### config.mk
export PLATFORM = sky130hd
export DESIGN_NAME = fhl_top
export DESIGN_NICKNAME = d
export VERILOG_FILES = /design/src/rtl/fhl_pkg.sv /design/src/rtl/fhl_top.sv /design/src/rtl/fhl_store.sv /design/src/rtl/fhl_fault_latch.sv
export SDC_FILE = /design/constraint.sdc
export NUM_CORES = 1
export LEC_CHECK = 0
export ABC_AREA = 1
export BUFFER_PORTS_ARGS = -buffer_cell sky130_fd_sc_hd__buf_2
export CELL_PAD_IN_SITES_DETAIL_PLACEMENT = 0
export CELL_PAD_IN_SITES_GLOBAL_PLACEMENT = 1
export CORE_MARGIN = 3
export CORE_UTILIZATION = 40
export DETAILED_ROUTE_END_ITERATION = 12
export PLACE_DENSITY_LB_ADDON = 0.25
export SLEW_MARGIN = 10
export SYNTH_ARGS = -nofsm -noshare
export SYNTH_HDL_FRONTEND = slang
export SYNTH_SLANG_ARGS = --single-unit
### constraint.sdc
create_clock -name clk -period 5.86 [get_ports clk]
set_input_delay 0.586 -clock clk [delete_from_list [all_inputs] [get_ports clk]]
set_output_delay 0.586 -clock clk [all_outputs]
set_load 0.03 [all_outputs]
### src/rtl/fhl_pkg.sv
// constants, types and field layouts of the fault history log
// assumes one system clock and a parameter-channel style register port
// Operation
// - keep the ten most recent faults in storage that survives power loss
// - writing 1 to log_clear erases all entries; reads 1 busy, 0 done
// - writing 1 to pointer_rewind moves read pointer to oldest entry
// - entries read only in sequence; rewind first, each read advances by one
// - pointer past stored entries gives fault number 0
// - position 1 is oldest; when full, position 10 is newest
// - reading fault number snapshots whole entry and advances the pointer
// - class codes 0 warning, 1..3 stops and fatal, 4 unacknowledgeable fatal
// - fault time is 32-bit seconds from hours counter, 0 to 536870911
// - qualifier is a 16-bit value whose meaning depends on fault number
// - bit 15 of drive status word set whenever a fault is present
// - unprocessable mode request rejected, mode status bit 6 set, run goes on
// - fault number of the mode rejection readable at index 6962:00
// - mode rejection flag clears on the next valid data telegram
// - last stop cause holds latest stop fault number, 0 with no fault
// - log only the triggering fault, not faults that follow from it
// - class 4 faults survive reset command; only power cycle clears them
package fhl_pkg;
	localparam int FHL_DEPTH = 10;
	localparam logic [15:0] FHL_ADDR_LOG_CLEAR = 16'h3b08;
	localparam logic [15:0] FHL_ADDR_PTR_REWIND = 16'h3b0a;
	localparam logic [15:0] FHL_ADDR_FAULT_NUM = 16'h3c02;
	localparam logic [15:0] FHL_ADDR_FAULT_CLASS = 16'h3c04;
	localparam logic [15:0] FHL_ADDR_FAULT_TIME = 16'h3c06;
	localparam logic [15:0] FHL_ADDR_QUALIFIER = 16'h3c08;
	localparam logic [15:0] FHL_ADDR_LAST_STOP = 16'h3c10;
	localparam logic [15:0] FHL_ADDR_MODE_FAULT = 16'h6962;
	localparam int FHL_BIT_DRIVE_FAULT = 15;
	localparam int FHL_BIT_MODE_REJECT = 6;
	localparam logic [2:0] FHL_CLASS_WARN = 3'h0;
	localparam logic [2:0] FHL_CLASS_QSTOP7 = 3'h1;
	localparam logic [2:0] FHL_CLASS_QSTOP89 = 3'h2;
	localparam logic [2:0] FHL_CLASS_FATAL_ACK = 3'h3;
	localparam logic [2:0] FHL_CLASS_FATAL_NOACK = 3'h4;
	localparam logic [31:0] FHL_TIME_MAX = 32'h1fffffff;
	localparam logic [3:0] FHL_ERASE_CYCLES = 4'ha;
	// one stored entry: number, class, time, qualifier
	typedef struct packed {
		logic [15:0] num;
		logic [2:0] cls;
		logic [31:0] tim;
		logic [15:0] qual;
	} fhl_entry_t;
	localparam int FHL_ENTRY_W = 67;
	function automatic logic [3:0] fhl_wrap(input logic [3:0] idx);
		fhl_wrap = (idx == 4'(FHL_DEPTH - 1)) ? 4'h0 : idx + 4'h1;
	endfunction
endpackage

### src/rtl/fhl_top.sv
// fault history log top: parameter register port and process data flags
// assumes a same-clock parameter channel with one-cycle read/write strobes
`timescale 1ns/1ps
module fhl_top
	import fhl_pkg::*;
(
	input wire logic clk, // system clock, 40 MHz
	input wire logic sys_rst, // sync reset, active high
	input wire logic faultEvt, // fault occurrence pulse
	input wire logic [15:0] faultNum, // fault number
	input wire logic [2:0] faultCls, // fault class code
	input wire logic [15:0] faultQual, // fault qualifier
	input wire logic [31:0] opSeconds, // operating hours counter, seconds
	input wire logic faultResetCmd, // fault reset command pulse
	input wire logic modeReq, // mode request pulse
	input wire logic modeOk, // mode request can be processed
	input wire logic [15:0] modeFaultNum, // cause if it cannot
	input wire logic telegramValid, // valid telegram sent, pulse
	input wire logic regWr, // register write strobe
	input wire logic regRd, // register read strobe
	input wire logic [15:0] regAddr, // register index
	input wire logic [31:0] regWdata, // write data
	output logic [31:0] regRdata, // read data, valid cycle after regRd
	output logic regAck, // read/write done pulse
	output logic [15:0] driveStatusWord, // process_word_one
	output logic [15:0] modeStatusWord, // mode status in reply
	output logic modeAccepted // pulse: mode request taken
);
	fhl_entry_t rdEntry;
	fhl_entry_t snap_q;
	fhl_entry_t newEntry;
	logic [3:0] count;
	logic [3:0] rdPtr_q;
	logic eraseBusy;
	logic eraseReq;
	logic logEn;
	logic faultActive;
	logic [15:0] stopCause;
	logic modeReject_q;
	logic [15:0] modeFault_q;
	logic numRead;

	// time clamped to its documented range
	assign newEntry.num = faultNum;
	assign newEntry.cls = faultCls;
	assign newEntry.tim = (opSeconds > FHL_TIME_MAX) ? FHL_TIME_MAX
		: opSeconds;
	assign newEntry.qual = faultQual;

	fhl_fault_latch uLatch (
		.clk(clk),
		.sys_rst(sys_rst),
		.faultEvt(faultEvt),
		.faultNum(faultNum),
		.faultCls(faultCls),
		.faultResetCmd(faultResetCmd),
		.logEn(logEn),
		.faultActive(faultActive),
		.stopCause(stopCause)
	);

	fhl_store uStore (
		.clk(clk),
		.sys_rst(sys_rst),
		.wrEn(logEn),
		.wrEntry(newEntry),
		.eraseReq(eraseReq),
		.rdPos(rdPtr_q),
		.rdEntry(rdEntry),
		.count(count),
		.eraseBusy(eraseBusy)
	);

	// decoded log clear write command and fault number read
	assign eraseReq = regWr && regAddr == FHL_ADDR_LOG_CLEAR
		&& regWdata[15:0] == 16'h1;
	assign numRead = regRd && regAddr == FHL_ADDR_FAULT_NUM;

	// sequential read pointer
	always_ff @(posedge clk) begin
		if (sys_rst) begin
			rdPtr_q <= 4'(FHL_DEPTH);
		end else if (regWr && regAddr == FHL_ADDR_PTR_REWIND
			&& regWdata[15:0] == 16'h1) begin
			rdPtr_q <= 4'h0;
		end else if (numRead && rdPtr_q < 4'(FHL_DEPTH)) begin
			rdPtr_q <= rdPtr_q + 4'h1;
		end
	end

	// snapshot of the addressed entry, empty when nothing is stored there
	always_ff @(posedge clk) begin
		if (sys_rst) begin
			snap_q <= '0;
		end else if (numRead) begin
			snap_q <= (rdPtr_q < count) ? rdEntry : '0;
		end
	end

	// mode rejection flag; a new rejection wins over the telegram clear
	always_ff @(posedge clk) begin
		if (sys_rst) begin
			modeReject_q <= 1'b0;
			modeFault_q <= 16'h0;
		end else if (modeReq && !modeOk) begin
			modeReject_q <= 1'b1;
			modeFault_q <= modeFaultNum;
		end else if (telegramValid) begin
			modeReject_q <= 1'b0;
		end
	end
	assign modeAccepted = modeReq && modeOk;

	// process data status words
	always_comb begin
		driveStatusWord = 16'h0;
		driveStatusWord[FHL_BIT_DRIVE_FAULT] = faultActive;
		modeStatusWord = 16'h0;
		modeStatusWord[FHL_BIT_MODE_REJECT] = modeReject_q;
	end

	// register read mux, one cycle latency; unmapped reads give 0
	always_ff @(posedge clk) begin
		if (sys_rst) begin
			regRdata <= 32'h0;
			regAck <= 1'b0;
		end else begin
			regAck <= regRd || regWr;
			if (regRd) begin
				unique case (regAddr)
					FHL_ADDR_LOG_CLEAR: regRdata <= {31'h0, eraseBusy};
					FHL_ADDR_PTR_REWIND: regRdata <= 32'h0;
					FHL_ADDR_FAULT_NUM: regRdata <= (rdPtr_q < count)
						? {16'h0, rdEntry.num} : 32'h0;
					FHL_ADDR_FAULT_CLASS: regRdata <= {29'h0, snap_q.cls};
					FHL_ADDR_FAULT_TIME: regRdata <= snap_q.tim;
					FHL_ADDR_QUALIFIER: regRdata <= {16'h0, snap_q.qual};
					FHL_ADDR_LAST_STOP: regRdata <= {16'h0, stopCause};
					FHL_ADDR_MODE_FAULT: regRdata <= {16'h0, modeFault_q};
					default: regRdata <= 32'h0;
				endcase
			end
		end
	end
endmodule

### src/rtl/fhl_store.sv
// ring store of fault entries, written oldest-first, with erase sequencing
// assumes array, head and fill level sit in retained storage
// a fresh part holds unknown contents until its first erase
`timescale 1ns/1ps
module fhl_store
	import fhl_pkg::*;
(
	input wire logic clk, // system clock
	input wire logic sys_rst, // sync reset, does not wipe contents
	input wire logic wrEn, // append an entry
	input wire fhl_entry_t wrEntry, // entry to append
	input wire logic eraseReq, // start erasing all entries
	input wire logic [3:0] rdPos, // position from oldest, 0 based
	output fhl_entry_t rdEntry, // entry at rdPos
	output logic [3:0] count, // stored entries
	output logic eraseBusy // erase in progress
);
	fhl_entry_t mem [FHL_DEPTH];
	logic [3:0] head_q;
	logic [3:0] count_q;
	logic [3:0] eraseCnt_q;
	logic [4:0] idxSum;

	// memory array; contents are deliberately not reset so they persist
	always_ff @(posedge clk) begin
		if (eraseBusy) begin
			mem[eraseCnt_q] <= '0;
		end else if (wrEn) begin
			mem[head_q] <= wrEntry;
		end
	end

	// head and fill level are retained like the array, so only an erase
	// clears them; a power cycle leaves the history readable
	always_ff @(posedge clk) begin
		if (eraseBusy) begin
			head_q <= 4'h0;
			count_q <= 4'h0;
		end else if (wrEn) begin
			head_q <= fhl_wrap(head_q);
			if (count_q != 4'(FHL_DEPTH)) begin
				count_q <= count_q + 4'h1;
			end
		end
	end

	// erase sequencer walks every slot once
	always_ff @(posedge clk) begin
		if (sys_rst) begin
			eraseCnt_q <= 4'h0;
			eraseBusy <= 1'b0;
		end else if (eraseBusy) begin
			eraseCnt_q <= eraseCnt_q + 4'h1;
			if (eraseCnt_q == FHL_ERASE_CYCLES - 4'h1) begin
				eraseBusy <= 1'b0;
			end
		end else if (eraseReq) begin
			eraseCnt_q <= 4'h0;
			eraseBusy <= 1'b1;
		end
	end

	// oldest slot is head when full, else slot 0
	always_comb begin
		idxSum = (count_q == 4'(FHL_DEPTH)) ? {1'b0, head_q} + {1'b0, rdPos}
			: {1'b0, rdPos};
		if (idxSum >= 5'(FHL_DEPTH)) begin
			idxSum = idxSum - 5'(FHL_DEPTH);
		end
		rdEntry = mem[idxSum[3:0]];
	end
	assign count = count_q;
endmodule

### src/rtl/fhl_fault_latch.sv
// active fault latch: filters consequential faults, keeps class 4 sticky
// assumes faults arrive as single-cycle pulses from same-clock logic
`timescale 1ns/1ps
module fhl_fault_latch
	import fhl_pkg::*;
(
	input wire logic clk, // system clock
	input wire logic sys_rst, // sync reset (power-on)
	input wire logic faultEvt, // new fault pulse
	input wire logic [15:0] faultNum, // its fault number
	input wire logic [2:0] faultCls, // its class
	input wire logic faultResetCmd, // fault reset command pulse
	output logic logEn, // pulse: record this fault
	output logic faultActive, // a fault is present
	output logic [15:0] stopCause // last stop fault number, 0 if none
);
	logic [15:0] cause_q;
	logic [2:0] cls_q;
	logic active_q;

	// only the first fault while none is active is logged
	assign logEn = faultEvt && !active_q;

	// hold triggering cause; class 4 ignores reset command
	always_ff @(posedge clk) begin
		if (sys_rst) begin
			active_q <= 1'b0;
			cause_q <= 16'h0;
			cls_q <= FHL_CLASS_WARN;
		end else if (logEn) begin
			active_q <= 1'b1;
			cause_q <= faultNum;
			cls_q <= faultCls;
		end else if (faultResetCmd && cls_q != FHL_CLASS_FATAL_NOACK) begin
			active_q <= 1'b0;
			cause_q <= 16'h0;
		end
	end
	assign faultActive = active_q;
	assign stopCause = cause_q;
endmodule

==> flow_summary.yaml <==
run_status:
  status: "completed"
critical_path:
  cp_slowest_cell: "inv_2"
  critPathCaptureType: "flop"
  required_ns: 6.35
  critical_path_class: "flop to flop"
  max_stage_delay_ns: 0.83
  cp_common_cell: "nand2_1"
  crit_fanout: 34
  crit_path_end: "regRdata[10]$_SDFFE_PP0P_"
  reg2regPathDepth: 16
  critPathLaunch: "uStore.head_q[0]$_SDFFE_PP0P_"
  r2r_slack_ns: 1.80
  rr_endpoint: "regRdata[10]$_SDFFE_PP0P_"
  cp_num_buf_inv: 3
  cp_cell_sequence: "ha_1, fa_1, nand4_1, nand2_1, inv_1, ha_1, nor2_1, nand2_1, nand2_2, inv_2, buf_4, nand2_1, nand2_1, nand2_1, nand2_1, a21oi_1"
  crit_cells: 16
  cp_top_family: "buffers and inverters"
  r2r-start: "uStore.head_q[0]$_SDFFE_PP0P_"
  arrival_ns: 4.55
  cp-start-kind: "flop"
global_routing:
  grt_pass1_wl_mm: 140
  grt_pass1_vias: 22105
  antenna_found_initial: 0
  gr-total-overflow: 0
  grt_usage_pct: 20.9
  grt_max_degree: 130
cells_and_area:
  area_growth_pct: 14.5
  drive_above_1_share_pct: 11.5
  final_cell_area_um2: 39100
  nets: 3293
  antennaDiodeCount: 0
  layout_commonest_cell: "edfxtp_1"
  fin_util_pct: 46.5
  layout.cells.most_common_list: "edfxtp_1 (670), nand2_1 (636), inv_1 (256)"
  fillerInstances: 7673
synthesis:
  synthFlopType: "edfxtp_1"
  synth.distinct_cells: 43
  seq_area_frac_synth_pct: 67.1
  synth_edf_count: 670
  synthCells: 2970
  synth-async-reset-ratio_pct: 0
  ys_warn_count: 0
  syn_area_um2: 34100
  ys_ff_latch: 808
  avgSynthCellArea_um2: 11.5
detailed_routing:
  wl_met1_mm: 41.3
  drt-pass1-iter-count: 5
  vias_per_cell: 5.16
  wl_met2_mm: 45.4
  drtIter0Drc: 1490
  wl_per_cell_um: 21.7
  met3_length_mm: 4.98
  ant_nets: 0
  drt-total-wl_mm: 94.1
  vias: 22411
  drc_errors: 0
  highest_layer: "met4"
run:
  drv_cap: 0
power_and_ir_drop:
  power_leakage_nw: 16.1
  power.density_nw_per_um2: 408
  vdd.ir_drop.worst_v: 0.000290
min_path:
  min_path_cells: 3
  hold_path_class: "primary input to flop"
sta:
  max_freq_ghz: 0.246
  whs_ns: 0.185
  fin_tns_setup_ns: 0
  report.final.slew_viol_count: 0
  slew_headroom_pct: 33.8
  worst_pin_slew_ns: 0.993
  finalClockSkew_ns: 0.0287
  period_share_pct: 69.3
  hold_viol: 0
  setup_viol: 0
  rsz0062_at_grt: "false"
  finalCriticalPeriod_ns: 4.06
place:
  numPortBuffers: 159
  dpl.hpwl_mm: 53.2
  placed_cell_area_um2: 36200
  gp_congestion: 0.852
cts:
  clock_path_buffers: 3
  clock_latency_ns: 0.64
  cts_buffers: 87
  ctsResizeCount: 0
  cts_hold_buf: 0
  root_buffer: "clkbuf_16"
  post_cts_buffers: 0
  cts.sinks: 808
  cts_tree: "done"
  cts.clk_slew.worst_paths_ns: 0.06
  htree_levels: 3
die:
  die_area_um2: 88800
  die_y_um: 298
  rows: 106
  initial_utilization_pct: 40.6
  die_w_um: 298
  io_pins: 206
  core_area_um2: 84100
## synth_stat cells, types with 2 or more instances
| cell | instances | area share [%] |
|---|---|---|
| nor4_1 | 7 | 0.13 |
| o211ai_1 | 102 | 2.2 |
| nand3_1 | 161 | 2.4 |
| nand2_1 | 640 | 7.0 |
| buf_2 | 65 | 0.95 |
| a211oi_1 | 2 | 0.044 |
| mux2i_1 | 236 | 6.9 |
| a21oi_1 | 129 | 1.9 |
| nand2_2 | 3 | 0.055 |
| nand4_1 | 6 | 0.11 |
| inv_1 | 257 | 2.8 |
| a22o_1 | 14 | 0.36 |
| buf_4 | 45 | 0.99 |
| nor3b_1 | 2 | 0.044 |
| o21ai_0 | 139 | 2.0 |
| clkbuf_1 | 65 | 0.72 |
| buf_6 | 8 | 0.26 |
| ha_1 | 13 | 0.48 |
| nor2_1 | 203 | 2.2 |
| clkinv_1 | 2 | 0.022 |
| inv_2 | 3 | 0.033 |
| edfxtp_1 | 670 | 59 |
| nand2_4 | 3 | 0.099 |
| buf_1 | 8 | 0.088 |
| dfxtp_1 | 138 | 8.1 |
| a31oi_1 | 16 | 0.29 |
| nor3_1 | 17 | 0.25 |
## sequential cells by signal, indices dropped and copies added, names as in the netlist
signal,count
uStore.mem,670
snap_q,51
regRdata,32
modeFault_q,16
uLatch.stopCause,16
rdPtr_q,4
uStore.count,4
uStore.eraseCnt_q,4
uStore.head_q,4
uLatch.cls_q,3
modeReject_q,1
regAck,1
uLatch.faultActive,1
uStore.eraseBusy,1
## through the flow
| stage | setup slack (ns) | instances | power [mW] |
|---|---|---|---|
| detailed placement | 1.79 | 4184 | 10.7 |
| CTS | 1.81 | 4344 | 16.1 |
| global route | 1.46 | 4344 | 16.7 |
| finish | 1.80 | 4344 | 15.9 |
| global placement | 1.76 | 4184 | 10.6 |
| floorplan | 0.757 | 3029 | 9.51 |
## routing by layer
| metal | vias to the layer above | global-route usage, % |
|---|---|---|
| met1 | 11050 | 28.3 |
| li1 | 10582 | - |
| met4 | 0 | 6.30 |
| met3 | 127 | 2.71 |
| met2 | 652 | 35.2 |
| met5 | - | 0 |
## logic make-up after synthesis
logic type                 Yosys count  share of synthesized area, %
other                                1                        0.0110
xor gates and xnor gates             2                        0.0514
muxes                              236                          6.92
AOI/OAI and AO/OA                  409                          7.06
and+or+nand+nor                   1047                          12.4
buffers and inverters              453                          5.89
DFF                                808                          67.1
adders and majority gates           14                         0.536
## layout make-up
cell class                 count  area (um^2)  area share, %
inverter                     262          985           2.52
timing repair buffer         212         1400           3.57
tap                         1134         1420           3.63
clock inverter                45          400           1.02
sequential                   808        22900           58.6
clock buffer                 115         2430           6.21
multi-input combinational   1768         9560           24.5
## power breakdown
part	switching, mW	internal, mW	total [mW]	leakage (nW)
Clock	2.22	3.21	5.44	1.39
Combinational	2.74	1.21	3.95	7.48
Sequential	0.0800	6.48	6.56	7.27
## how the worst min path moves through the flow
stage | startpoint | to | slack (ns)
final | modeFaultNum[15] | modeFault_q[15]$_SDFFE_PP0P_ | 0.19
after global routing | modeFaultNum[15] | modeFault_q[15]$_SDFFE_PP0P_ | 0.19
after CTS | modeFaultNum[15] | modeFault_q[15]$_SDFFE_PP0P_ | 0.16
after detailed placement | modeFault_q[1]$_SDFFE_PP0P_ | modeFault_q[1]$_SDFFE_PP0P_ | 0.45
after global placement | modeFault_q[11]$_SDFFE_PP0P_ | modeFault_q[11]$_SDFFE_PP0P_ | 0.44
after floorplan | modeFault_q[10]$_SDFFE_PP0P_ | modeFault_q[10]$_SDFFE_PP0P_ | 0.42
## tightest hold or removal path: stages
cell and delay, ns:
buf_2 0.08, nor2_1 0.04, nor2_1 0.08
(Power assumes the default switching activity.)
